**src/rtl/umlsc_pkg.sv**
```systemverilog
// Purpose: constants for the modem/line status control block
// Assumes: 3-bit register address, 8-bit data
// Notes: address map is local to this block
package umlsc_pkg;
   // ----------------------------------------------------------------
   // register addresses
   // ----------------------------------------------------------------
   localparam logic [2:0] ADDR_DATA_DLL = 3'h0;
   localparam logic [2:0] ADDR_IER_DLM = 3'h1;
   localparam logic [2:0] ADDR_EFR = 3'h2;
   localparam logic [2:0] ADDR_LCR = 3'h3;
   localparam logic [2:0] ADDR_MCR = 3'h4;
   localparam logic [2:0] ADDR_LSR = 3'h5;
   localparam logic [2:0] ADDR_MSR = 3'h6;
   localparam logic [2:0] ADDR_SPR = 3'h7;
   // ----------------------------------------------------------------
   // field positions
   // ----------------------------------------------------------------
   localparam int MCR_OUT_EN = 3;
   localparam int MCR_LOOP = 4;
   localparam int MCR_ANY = 5;
   localparam int MCR_IR = 6;
   localparam int MCR_PRESC = 7;
   localparam int IER_LINE = 2;
   localparam int IER_MODEM = 3;
   localparam int EFR_ENH = 4;
   localparam int EFR_ACTS = 7;
   localparam int LCR_DLAB = 7;
   // ----------------------------------------------------------------
   // reset values and counts
   // ----------------------------------------------------------------
   localparam logic [7:0] RST_ZERO = 8'h00;
   localparam logic [7:0] RST_SPR = 8'hff;
   localparam logic [7:0] RST_DIV = 8'h01;
   localparam logic [1:0] PRESC_LAST = 2'h3;
   localparam logic [3:0] OVERSAMPLE_LAST = 4'hf;
endpackage : umlsc_pkg

```
**src/rtl/umlsc_ctrl.sv**
```systemverilog
// Purpose: one channel's modem control, line/modem status, scratch and baud divisor
// Assumes: receiver, fifos and transmitter on the same clock; modem pins asynchronous
// Notes: registers reached over a plain strobe port, read data one cycle later
module umlsc_ctrl #(
   parameter int unsigned SYNC_STAGES = 2
) (
   // clock and reset
   input wire logic clock,
   input wire logic reset,
   // register port
   input wire logic [2:0] reg_addr,
   input wire logic [7:0] reg_wdata,
   input wire logic reg_write,
   input wire logic reg_read,
   output logic [7:0] reg_rdata,
   // receive path
   input wire logic [7:0] receive_holding,
   input wire logic rx_char_done,
   input wire logic rx_char_brk,
   input wire logic rx_is_flow_char,
   input wire logic rx_fifo_full,
   input wire logic rx_fifo_nonempty,
   input wire logic [2:0] rx_head_tags,
   input wire logic rx_fifo_err_any,
   output logic rx_push,
   output logic rx_pop,
   // transmit path
   input wire logic transmit_holding_empty,
   input wire logic transmit_shifter_empty,
   input wire logic tx_serial,
   output logic tx_load,
   output logic tx_resume,
   output logic tx_stop,
   output logic uart_tx_out,
   output logic ir_tx_out,
   output logic ir_enable,
   // modem pins
   input wire logic rx_pin,
   input wire logic cts_in_n,
   input wire logic dsr_in_n,
   input wire logic ring_in_n,
   input wire logic carrier_in_n,
   input wire logic irq_mode_select_pin,
   output logic loopback,
   output logic loop_aux_out_two,
   // interrupt pin
   output logic irq_out,
   output logic irq_out_oe_n,
   // baud
   output logic sample_tick,
   output logic baud_tick
);
   if (SYNC_STAGES < 2) begin : g_bad_sync
      $error("SYNC_STAGES must be at least 2");
   end
   // ----------------------------------------------------------------
   // pin synchronisers
   // ----------------------------------------------------------------
   logic [5:0] sync_q [SYNC_STAGES];
   logic [5:0] pins;
   always_ff @(posedge clock or posedge reset) begin
      if (reset) begin
         for (int i = 0; i < SYNC_STAGES; i++) begin
            sync_q[i] <= 6'h3f;
         end
      end else begin
         sync_q[0] <= {irq_mode_select_pin, rx_pin, carrier_in_n, ring_in_n, dsr_in_n, cts_in_n};
         for (int i = 1; i < SYNC_STAGES; i++) begin
            sync_q[i] <= sync_q[i-1];
         end
      end
   end
   assign pins = sync_q[SYNC_STAGES-1];

   // ----------------------------------------------------------------
   // control registers
   // ----------------------------------------------------------------
   logic [7:0] mcr_q, ier_q, efr_q, lcr_q, spr_q, dll_q, dlm_q;
   logic dlab, wr_mcr;
   assign dlab = lcr_q[umlsc_pkg::LCR_DLAB];
   assign wr_mcr = reg_write && reg_addr == umlsc_pkg::ADDR_MCR;

   always_ff @(posedge clock or posedge reset) begin
      if (reset) begin
         mcr_q <= umlsc_pkg::RST_ZERO;
      end else if (wr_mcr) begin
         mcr_q[4:0] <= reg_wdata[4:0];
         if (efr_q[umlsc_pkg::EFR_ENH]) begin
            mcr_q[7:5] <= reg_wdata[7:5];
         end
      end
   end

   always_ff @(posedge clock or posedge reset) begin
      if (reset) begin
         ier_q <= umlsc_pkg::RST_ZERO;
         efr_q <= umlsc_pkg::RST_ZERO;
         lcr_q <= umlsc_pkg::RST_ZERO;
         spr_q <= umlsc_pkg::RST_SPR;
         dll_q <= umlsc_pkg::RST_DIV;
         dlm_q <= umlsc_pkg::RST_ZERO;
      end else if (reg_write) begin
         unique case (reg_addr)
            umlsc_pkg::ADDR_DATA_DLL: if (dlab) dll_q <= reg_wdata;
            umlsc_pkg::ADDR_IER_DLM: begin
               if (dlab) begin
                  dlm_q <= reg_wdata;
               end else begin
                  ier_q[3:0] <= reg_wdata[3:0];
                  if (efr_q[umlsc_pkg::EFR_ENH]) ier_q[7:4] <= reg_wdata[7:4];
               end
            end
            umlsc_pkg::ADDR_EFR: efr_q <= reg_wdata;
            umlsc_pkg::ADDR_LCR: lcr_q <= reg_wdata;
            umlsc_pkg::ADDR_SPR: spr_q <= reg_wdata;
            default: ;
         endcase
      end
   end

   // ----------------------------------------------------------------
   // mode outputs
   // ----------------------------------------------------------------
   logic loop_on, ir_on;
   assign loop_on = mcr_q[umlsc_pkg::MCR_LOOP];
   assign ir_on = mcr_q[umlsc_pkg::MCR_IR];
   assign loopback = loop_on;
   assign ir_enable = ir_on;
   // internal aux level is the inverse of the enable bit
   assign loop_aux_out_two = loop_on ? ~mcr_q[umlsc_pkg::MCR_OUT_EN] : 1'b1;
   assign tx_load = reg_write && reg_addr == umlsc_pkg::ADDR_DATA_DLL && !dlab;
   assign rx_pop = reg_read && reg_addr == umlsc_pkg::ADDR_DATA_DLL && !dlab;
   // stop after the current character while remote holds cts high
   assign tx_stop = efr_q[umlsc_pkg::EFR_ACTS] && pins[0] && !loop_on;

   always_ff @(posedge clock or posedge reset) begin
      if (reset) begin
         uart_tx_out <= 1'b1;
         ir_tx_out <= 1'b0;
      end else begin
         // idle mark gives a low infrared output
         uart_tx_out <= (ir_on || loop_on) ? 1'b1 : tx_serial;
         ir_tx_out <= ir_on && !loop_on && !tx_serial;
      end
   end

   // ----------------------------------------------------------------
   // receive status
   // ----------------------------------------------------------------
   logic overrun_q, tag_hide_q, break_lock_q, sw_flow_on;
   logic rd_lsr, rd_msr;
   assign rd_lsr = reg_read && reg_addr == umlsc_pkg::ADDR_LSR;
   assign rd_msr = reg_read && reg_addr == umlsc_pkg::ADDR_MSR;
   assign sw_flow_on = efr_q[1:0] != 2'h0;
   assign rx_push = rx_char_done && !rx_fifo_full
      && !(rx_is_flow_char && sw_flow_on)
      && !(rx_char_brk && break_lock_q);
   assign tx_resume = rx_char_done && mcr_q[umlsc_pkg::MCR_ANY];

   always_ff @(posedge clock or posedge reset) begin
      if (reset) begin
         overrun_q <= 1'b0;
      end else if (rx_char_done && rx_fifo_full) begin
         overrun_q <= 1'b1;
      end else if (rd_lsr) begin
         overrun_q <= 1'b0;
      end
   end

   always_ff @(posedge clock or posedge reset) begin
      if (reset) begin
         tag_hide_q <= 1'b0;
      end else if (rx_pop) begin
         tag_hide_q <= 1'b0;
      end else if (rd_lsr) begin
         tag_hide_q <= 1'b1;
      end
   end

   always_ff @(posedge clock or posedge reset) begin
      if (reset) begin
         break_lock_q <= 1'b0;
      end else if (rx_push && rx_char_brk) begin
         break_lock_q <= 1'b1;
      end else if (pins[4]) begin
         break_lock_q <= 1'b0;
      end
   end

   logic [2:0] shown_tags;
   logic [7:0] lsr_val;
   assign shown_tags = (rx_fifo_nonempty && !tag_hide_q) ? rx_head_tags : 3'h0;
   assign lsr_val = {rx_fifo_err_any,
      transmit_holding_empty && transmit_shifter_empty,
      transmit_holding_empty,
      shown_tags, overrun_q,
      rx_fifo_nonempty};

   // ----------------------------------------------------------------
   // modem status
   // ----------------------------------------------------------------
   logic [3:0] lvl, lvl_q, delta_q, delta_set;
   // order: carrier, ring, dsr, cts
   assign lvl = loop_on ? {mcr_q[3], mcr_q[2], mcr_q[0], mcr_q[1]}
      : ~pins[3:0];
   assign delta_set = {lvl[3] ^ lvl_q[3],
      lvl_q[2] && !lvl[2],
      lvl[1] ^ lvl_q[1], lvl[0] ^ lvl_q[0]};

   always_ff @(posedge clock or posedge reset) begin
      if (reset) begin
         lvl_q <= 4'h0;
         delta_q <= 4'h0;
      end else begin
         lvl_q <= lvl;
         // a change in the clearing cycle is kept
         delta_q <= (rd_msr ? 4'h0 : delta_q) | delta_set;
      end
   end

   // ----------------------------------------------------------------
   // interrupt pin
   // ----------------------------------------------------------------
   logic line_irq, modem_irq;
   assign line_irq = ier_q[umlsc_pkg::IER_LINE] && (overrun_q || shown_tags != 3'h0);
   assign modem_irq = ier_q[umlsc_pkg::IER_MODEM] && delta_q != 4'h0;
   always_ff @(posedge clock or posedge reset) begin
      if (reset) begin
         irq_out <= 1'b0;
         irq_out_oe_n <= 1'b1;
      end else begin
         irq_out <= line_irq || modem_irq;
         // select pin held low in the alternate bus mode
         irq_out_oe_n <= !(pins[5] || mcr_q[umlsc_pkg::MCR_OUT_EN]);
      end
   end

   // ----------------------------------------------------------------
   // baud generator
   // ----------------------------------------------------------------
   logic [1:0] pre_q;
   logic [15:0] div_cnt_q, divisor;
   logic [3:0] os_q;
   logic pre_tick;
   assign divisor = {dlm_q, dll_q};
   assign pre_tick = !mcr_q[umlsc_pkg::MCR_PRESC] || pre_q == umlsc_pkg::PRESC_LAST;

   always_ff @(posedge clock or posedge reset) begin
      if (reset) begin
         pre_q <= 2'h0;
      end else begin
         pre_q <= pre_q + 2'h1;
      end
   end

   always_ff @(posedge clock or posedge reset) begin
      if (reset) begin
         div_cnt_q <= 16'h0;
         sample_tick <= 1'b0;
      end else begin
         sample_tick <= 1'b0;
         if (pre_tick && divisor != 16'h0) begin
            if (div_cnt_q >= divisor - 16'h1) begin
               div_cnt_q <= 16'h0;
               sample_tick <= 1'b1;
            end else begin
               div_cnt_q <= div_cnt_q + 16'h1;
            end
         end
      end
   end

   always_ff @(posedge clock or posedge reset) begin
      if (reset) begin
         os_q <= 4'h0;
         baud_tick <= 1'b0;
      end else begin
         baud_tick <= sample_tick && os_q == umlsc_pkg::OVERSAMPLE_LAST;
         if (sample_tick) os_q <= os_q + 4'h1;
      end
   end

   // ----------------------------------------------------------------
   // read port
   // ----------------------------------------------------------------
   always_ff @(posedge clock or posedge reset) begin
      if (reset) begin
         reg_rdata <= 8'h00;
      end else if (reg_read) begin
         unique case (reg_addr)
            umlsc_pkg::ADDR_DATA_DLL: reg_rdata <= dlab ? dll_q : receive_holding;
            umlsc_pkg::ADDR_IER_DLM: reg_rdata <= dlab ? dlm_q : ier_q;
            umlsc_pkg::ADDR_EFR: reg_rdata <= efr_q;
            umlsc_pkg::ADDR_LCR: reg_rdata <= lcr_q;
            umlsc_pkg::ADDR_MCR: reg_rdata <= mcr_q;
            umlsc_pkg::ADDR_LSR: reg_rdata <= lsr_val;
            umlsc_pkg::ADDR_MSR: reg_rdata <= {lvl, delta_q};
            umlsc_pkg::ADDR_SPR: reg_rdata <= spr_q;
         endcase
      end else begin
         reg_rdata <= 8'h00;
      end
   end

   // ----------------------------------------------------------------
   // checks
   // ----------------------------------------------------------------
   AST_IRQ_TRISTATE: assert property (@(posedge clock) disable iff (reset)
      1 |=> irq_out_oe_n == !($past(pins[5]) || $past(mcr_q[3])))
      else $error("irq enable wrong");
   AST_AUX_INV: assert property (@(posedge clock) disable iff (reset)
      loop_on |-> loop_aux_out_two != mcr_q[3])
      else $error("aux out two not inverted");
   AST_MCR_LOCK: assert property (@(posedge clock) disable iff (reset)
      wr_mcr && !efr_q[4] |=> mcr_q[7:5] == $past(mcr_q[7:5]))
      else $error("locked control bits changed");
   AST_OVERRUN: assert property (@(posedge clock) disable iff (reset)
      rx_char_done && rx_fifo_full |-> !rx_push ##1 overrun_q)
      else $error("overrun not flagged");
   AST_LSR_CLR: assert property (@(posedge clock) disable iff (reset)
      rd_lsr && !(rx_char_done && rx_fifo_full) |=> !overrun_q)
      else $error("overrun not cleared by read");
   AST_RING_EDGE: assert property (@(posedge clock) disable iff (reset)
      !rd_msr && $rose(delta_q[2]) |-> $past(lvl_q[2]) && !$past(lvl[2]))
      else $error("ring delta without falling level");
   AST_SCRATCH: assert property (@(posedge clock) disable iff (reset)
      reg_write && reg_addr == 3'h7 ##1 !reg_write ##1 reg_read && reg_addr == 3'h7
      |=> reg_rdata == $past(reg_wdata, 3))
      else $error("scratch lost value");
   AST_BAUD: assert property (@(posedge clock) disable iff (reset)
      sample_tick && divisor > 16'h1 && !mcr_q[7] |=> !sample_tick)
      else $error("sample ticks too close");
   AST_BREAK_ONE: assert property (@(posedge clock) disable iff (reset)
      break_lock_q && rx_char_done && rx_char_brk |-> !rx_push)
      else $error("second break stored");
   AST_TX_EMPTY: assert property (@(posedge clock) disable iff (reset)
      rd_lsr && !transmit_shifter_empty |=> !reg_rdata[6])
      else $error("tx empty while shifter busy");
   COV_OVERRUN: cover property (@(posedge clock) disable iff (reset)
      rx_char_done && rx_fifo_full ##1 rd_lsr);
   COV_MODEM_IRQ: cover property (@(posedge clock) disable iff (reset) $rose(modem_irq));
   COV_LOOP: cover property (@(posedge clock) disable iff (reset) loop_on && delta_q != 4'h0);
   COV_BAUD: cover property (@(posedge clock) disable iff (reset) baud_tick);
endmodule // umlsc_ctrl

```
**config.mk**
```make
export PLATFORM = sky130hd
export DESIGN_NAME = umlsc_ctrl
export DESIGN_NICKNAME = d
export VERILOG_FILES = /design/src/rtl/umlsc_pkg.sv /design/src/rtl/umlsc_ctrl.sv
export SDC_FILE = /design/constraint.sdc
export NUM_CORES = 1
export LEC_CHECK = 0
export BUFFER_PORTS_ARGS = -buffer_cell sky130_fd_sc_hd__clkbuf_2
export CAP_MARGIN = 40
export CORE_ASPECT_RATIO = 1.2
export CORE_MARGIN = 2
export CORE_UTILIZATION = 55
export DETAILED_ROUTE_END_ITERATION = 12
export PLACE_DENSITY = 0.73
export SYNTH_ARGS = -nofsm -noshare
export SYNTH_HDL_FRONTEND = slang
export SYNTH_SLANG_ARGS = --single-unit
```
**constraint.sdc**
```tcl
create_clock -name clock -period 4.14 [get_ports clock]
set_input_delay 0.828 -clock clock [delete_from_list [all_inputs] [get_ports clock]]
set_output_delay 0.828 -clock clock [all_outputs]
set_load 0.02 [all_outputs]
```
# After elaboration in Yosys (flattened, before gate mapping)
# Cells that the tools add are included.
# word_totals
register_bits,115
in_bits,41
output_inout_bits,22
wordCells,122
# classes
addsub,4
order_cmp,1
n_eq_ne,9
mux,18
bitwise,7
reduce_logical,57
# ops
cell,count
$pmux 8 s8,1
$logic_and 1x1->1,26
$mux 8,3
$add 16x1->16 const B,1
$ge 16x16->1,1
$mux 16,1
$reduce_bool 16->1,1
$sub 16x1->16 const B,1
$eq 3x3->1 const B,4
$logic_not 1->1,10
$mux 1,10
$reduce_and 3->1,3
$mux 4,2
$reduce_and 2->1,4
$reduce_bool 2->1,4
$eq 3x2->1 const B,2
$logic_or 1x1->1,5
$add 4x1->4 const B,1
$eq 4x4->1 const B,1
$not 4->4,1
$or 4x4->4,1
$reduce_and 4->1,1
$reduce_bool 4->1,1
$eq 3x1->1 const B,1
7 further kinds,10

# Longest topological paths before layout
# depth
ltp_word,7
ltp_mapped,14
ltp_nobuf,13

# Worst setup path after synthesis
# OpenSTA, ideal clock, no wires.
# synth_path
kind,flip-flop to flip-flop
from,register dll_q[2]
to,register div_cnt_q[13]
setup_ns,0.064
t_arrival_ns,3.182
required_time_ns,4.076
path_slack_ns,0.894
stages_incl_launch_ff,14
path_buffers,1
period_less_slack_ns,3.246
path_cell_list,dfrtp_1 > or3_4 > nor3_1 > nand2b_1 > nor4_1 > xnor2_1 > ha_1 > and4_1 > a221o_1 > a31oi_1 > a31oi_4 > buf_6 > nor4_1 > a21o_1
# synth_via
elab_chain_cells,3
word_cells_on_any_way,5
classes_between,add/sub (1); order compare (1); mux (1); reduce/logical (2)
# synth_rtl
element,line_no,source
from (decl),umlsc_ctrl.sv:78,"logic [7:0] mcr_q, ier_q, efr_q, lcr_q, spr_q, dll_q, dlm_q;"
from (signal assigned),umlsc_ctrl.sv:100,dll_q <= umlsc_pkg::RST_DIV;
from (signal assigned),umlsc_ctrl.sv:104,umlsc_pkg::ADDR_DATA_DLL: if (dlab) dll_q <= reg_wdata;
$sub 16x1->16,umlsc_ctrl.sv:263,if (div_cnt_q >= divisor - 16'h1) begin
$ge 16x16->1,umlsc_ctrl.sv:263,
$mux 16,umlsc_ctrl.sv:263,
to (signal assigned),umlsc_ctrl.sv:267,div_cnt_q <= div_cnt_q + 16'h1;
to (decl),umlsc_ctrl.sv:242,"logic [15:0] div_cnt_q, divisor;"
# Parallel ways exist; a longest one is shown, timed or not.
# A chain may end at the register's enable or synchronous reset.

# Final worst setup path
# layout_path
from,register dll_q[2]
to,register div_cnt_q[0]
# Same word-level chain as after synthesis.

==> metrics.log <==
[metrics] number of antenna violations at the first check in global routing: 0
[metrics] initial detailed-routing violation count: 247
[metrics] synthesized flop and latch total: approximately 120
[metrics] Post-DP HPWL: 10100 µm
[metrics] number of gates resized after cts: 0
[metrics] starting utilization of the core area: 0.560
[metrics] total power consumption of the routed design: 0.00395 W
[metrics] I/O pin count: between 60 and 70
[metrics] setup repair after global routing missed its margin: false
[metrics] Netlist Area Pre-Place: 5830 µm²
[metrics] detailed-route vias per instance: slightly below 6
[metrics] ys flop type: sky130_fd_sc_hd__dfrtp_1
[metrics] diodes inserted: 0
[metrics] number of buffers and inverters on the critical path: 0
[metrics] fraction of the cycle the final worst path needs: 0.904
[metrics] endpoints failing hold: 0
[metrics] Required @ worst endpoint: about 4.4 ns
[metrics] number of antenna-violating nets in the routed design: 0
[metrics] routed wire length per instance: approximately 19 µm
[metrics] type of element launching the critical path: flop
[metrics] sum of negative setup slack: 0 ns
[metrics] number of nets produced by synthesis: approximately 600
[metrics] per-instance average area after synthesis: 10.8 µm²
[metrics] IR Drop Worst-Case VDD: 0.288 mV
[metrics] count of hold buffers inserted by post-cts repair: 0
[metrics] Clock Sink Count: 115
[metrics] share of flip-flops with an asynchronous set or reset: 1.00
[metrics] most frequent standard cell in the layout excluding fill and tap cells: sky130_fd_sc_hd__dfrtp_1
[metrics] Die Span X: between 90 and 100 µm
[metrics] count of maximum capacitance violations: 0
[metrics] number of buffers added for setup after CTS: 0
[metrics] detailed-route wire length: approximately 14000 µm
[metrics] first-pass GRT wire length: about 22000 µm
[metrics] count of vias placed by the detailed router: ~4500
[metrics] Std-Cell Rows: 41
[metrics] share of cells above drive strength 1: 0.315
[metrics] number of distinct library cell variants in the gate-level netlist after synthesis: 63
[metrics] clock skew after layout: around 0.0088 ns
[metrics] die footprint: about 11000 µm²
[metrics] Util after Layout: 0.654
[metrics] Post-route DRC: 0
[metrics] clock tree from TritonCTS: done
[metrics] arrival time of the worst setup path: between 4 and 5 ns
[metrics] Final Max Slew Viols: 0
[metrics] weighted congestion reported at the end of routability-driven placement: around 0.85
[metrics] clock latency on the worst-skew pair: between 0.4 and 0.5 ns
[metrics] worst max-slew margin expressed relative to the limit: 0.390
[metrics] CP Capture Type: flop
[metrics] most used cells in the layout excluding fill and tap cells: sky130_fd_sc_hd__dfrtp_1 (92), sky130_fd_sc_hd__clkbuf_2 (62), sky130_fd_sc_hd__mux2_2 (60)
[metrics] DIE HEIGHT: 117 µm
[metrics] gate count after technology mapping: between 500 and 600
[metrics] timing-limited maximum frequency: between 200 and 300 MHz
[metrics] total routing usage reported by global routing: 0.253
[metrics] endpoints failing setup: 0
[metrics] chain of cells forming the critical path: or3_4, nor3_1, nand2b_1, nor4_1, xnor2_1, ha_1, and4_1, o211ai_1, or3_1, a31oi_4, nor2_2, mux2_4
[metrics] transition time at the pin with the least slew margin: ~0.91 ns
[metrics] min Tclk post-route: roughly 3.7 ns
[metrics] TritonRoute pass-1 iters: 5
[metrics] Max Fanout on Critical Path: 18
[metrics] maximum clock insertion buffer count: 2
[metrics] Leak Pwr: around 3.1 nW
[metrics] pin count of the biggest net entering global routing: just under 70
[metrics] number of port buffers: 62
[metrics] H-tree levels: 4
[metrics] summed area of non-filler cells in the final layout: around 6800 µm²
[metrics] number of buffers created by CTS: 17
[metrics] Slowest-stage cell, CP: sky130_fd_sc_hd__a31oi_4
[metrics] Clk pin slew, worst setup/hold paths: about 0.050 ns
[metrics] Yosys warning total: 0
[metrics] status: completed
[metrics] GRT overflow: 0
[metrics] total placed instance area: roughly 6300 µm²
[metrics] sequential element share of the synthesized area: 0.499
[metrics] Layout Area Growth over Synthesis: 16.8%
[metrics] via count of the first global-routing pass: about 4500
[metrics] critical path's largest stage delay: about 0.46 ns
[metrics] number of nets in the final layout: ~670
[metrics] total power density per cell area: between 500 and 600 nW/µm²
[metrics] kind of cell adding the most delay to the critical path: simple AND/OR/NAND/NOR gates
[metrics] number of synthesized flops with an enable pin: 0
[metrics] critical setup path kind: flop to flop
[metrics] worst min-delay path category: flop to flop
[metrics] Clock Root Buffer: sky130_fd_sc_hd__clkbuf_16
[metrics] Core Area: approximately 10000 µm²
routing by layer:
layer | routed length [µm] | vias up | track usage
met5 | 0 | - | 0
met4 | 473 | 0 | 0.117
met3 | 689 | 32 | 0.0640
met2 | 7060 | 139 | 0.445
met1 | 5630 | 2192 | 0.294
li1 | - | 2093 | -
worst paths after layout:
kind                                      start                  endpoint  slack, ns  cells after the start
setup / recovery           dll_q[2]$_DFFE_PP0P_  div_cnt_q[0]$_DFFE_PP0P_       0.40                     12
hold / removal              sync_q[9]$_DFF_PP1_         pins[3]$_DFF_PP1_       0.36                      0
setup reg to reg           dll_q[2]$_DFFE_PP0P_  div_cnt_q[0]$_DFFE_PP0P_       0.40                     12
hold reg to reg             sync_q[9]$_DFF_PP1_         pins[3]$_DFF_PP1_       0.36                      0
max in group asynchronous                 reset         pins[4]$_DFF_PP1_       2.69                      3
min in group asynchronous                 reset    reg_rdata[6]$_DFF_PP0_       0.57                      2
state kept, by name, indices dropped and copies added (netlist names), 2 cells and up:
name       flops
mcr_q          8
lvl_q          4
spr_q          8
lcr_q          8
reg_rdata      8
dll_q          8
sync_q         6
pre_q          2
ier_q          8
os_q           4
delta_q        4
pins           6
efr_q          8
dlm_q          8
div_cnt_q     16
where the power goes:
| group | total [W] | leakage [nW] | switching [W] | internal (W) |
|---|---|---|---|---|
| Combinational | 0.000965 | 1.45 | 0.000492 | 0.000473 |
| Sequential | 0.00164 | 1.38 | 0.000253 | 0.00138 |
| Clock | 0.00135 | 0.253 | 0.000517 | 0.000835 |
| Total | 0.00395 | 3.08 | 0.00126 | 0.00269 |
worst register-to-register path, stage by stage, from the launching register on:
cell	delay (ns)
sky130_fd_sc_hd__dfrtp_1	0.43
sky130_fd_sc_hd__or3_4	0.43
sky130_fd_sc_hd__nor3_1	0.26
sky130_fd_sc_hd__nand2b_1	0.19
sky130_fd_sc_hd__nor4_1	0.28
sky130_fd_sc_hd__xnor2_1	0.13
sky130_fd_sc_hd__ha_1	0.31
sky130_fd_sc_hd__and4_1	0.23
sky130_fd_sc_hd__o211ai_1	0.09
sky130_fd_sc_hd__or3_1	0.36
sky130_fd_sc_hd__a31oi_4	0.46
sky130_fd_sc_hd__nor2_2	0.17
sky130_fd_sc_hd__mux2_4	0.28
through the flow:
step	setup slack (ns)	cells	hold slack (ns)
floorplan	0.306	538	0.345
global placement	0.601	716	0.346
detailed placement	0.420	716	0.349
CTS	0.398	748	0.357
global route	0.0734	748	0.360
finish	0.399	748	0.356
cells by family after synthesis:
group                    count (synthesis)  synth area share
flip-flops                             115             0.499
AO/OA/AOI/OAI                          109             0.123
AND/OR/NAND/NOR                        167             0.143
adder cells (fa/ha/maj)                 20            0.0429
XOR/XNOR                                20            0.0301
buffers and inverters                   36            0.0270
multiplexers                            71             0.136
cells in the mapped netlist (2+ instances only):
master,n,area share
sky130_fd_sc_hd__and4_1,2,0.0030
sky130_fd_sc_hd__o221a_2,2,0.0039
sky130_fd_sc_hd__xnor2_1,14,0.021
sky130_fd_sc_hd__a22oi_1,4,0.0052
sky130_fd_sc_hd__nand4_1,3,0.0032
sky130_fd_sc_hd__a22o_1,11,0.017
sky130_fd_sc_hd__o21ai_0,32,0.027
sky130_fd_sc_hd__o21ai_1,3,0.0026
sky130_fd_sc_hd__nand3_1,13,0.011
sky130_fd_sc_hd__buf_1,3,0.0019
sky130_fd_sc_hd__mux2_2,60,0.12
sky130_fd_sc_hd__dfstp_2,23,0.10
sky130_fd_sc_hd__nand2b_1,4,0.0043
sky130_fd_sc_hd__clkbuf_1,11,0.0071
sky130_fd_sc_hd__mux2i_1,10,0.017
sky130_fd_sc_hd__buf_2,3,0.0026
sky130_fd_sc_hd__nor3b_1,7,0.0090
sky130_fd_sc_hd__inv_1,16,0.010
sky130_fd_sc_hd__ha_1,20,0.043
sky130_fd_sc_hd__a21o_1,2,0.0026
sky130_fd_sc_hd__nand2_1,59,0.038
sky130_fd_sc_hd__dfrtp_1,92,0.40
sky130_fd_sc_hd__o22ai_1,2,0.0021
sky130_fd_sc_hd__a31oi_1,3,0.0032
sky130_fd_sc_hd__nor4_1,3,0.0032
sky130_fd_sc_hd__xor2_1,6,0.0090
sky130_fd_sc_hd__a21oi_1,31,0.027
sky130_fd_sc_hd__or3_1,2,0.0021
sky130_fd_sc_hd__nor2b_1,6,0.0064
sky130_fd_sc_hd__a221oi_1,3,0.0045
sky130_fd_sc_hd__nor3_1,12,0.010
sky130_fd_sc_hd__and2_1,4,0.0043
sky130_fd_sc_hd__nor2_2,3,0.0032
sky130_fd_sc_hd__o211ai_1,2,0.0026
sky130_fd_sc_hd__nor2_1,34,0.022
sky130_fd_sc_hd__and3_1,6,0.0064
layout make-up:
| class | instances | area [µm²] |
|---|---|---|
| Fill cell | 831 | 3610 |
| Sequential cell | 115 | 2910 |
| Multi-Input combinational cell | 387 | 2760 |
| Clock buffer | 19 | 443 |
| Timing Repair Buffer | 68 | 355 |
| Tap cell | 129 | 161 |
| Clock inverter | 13 | 111 |
| Inverter | 17 | 66.3 |
No activity file was read; power rests on OpenSTA's default activity.
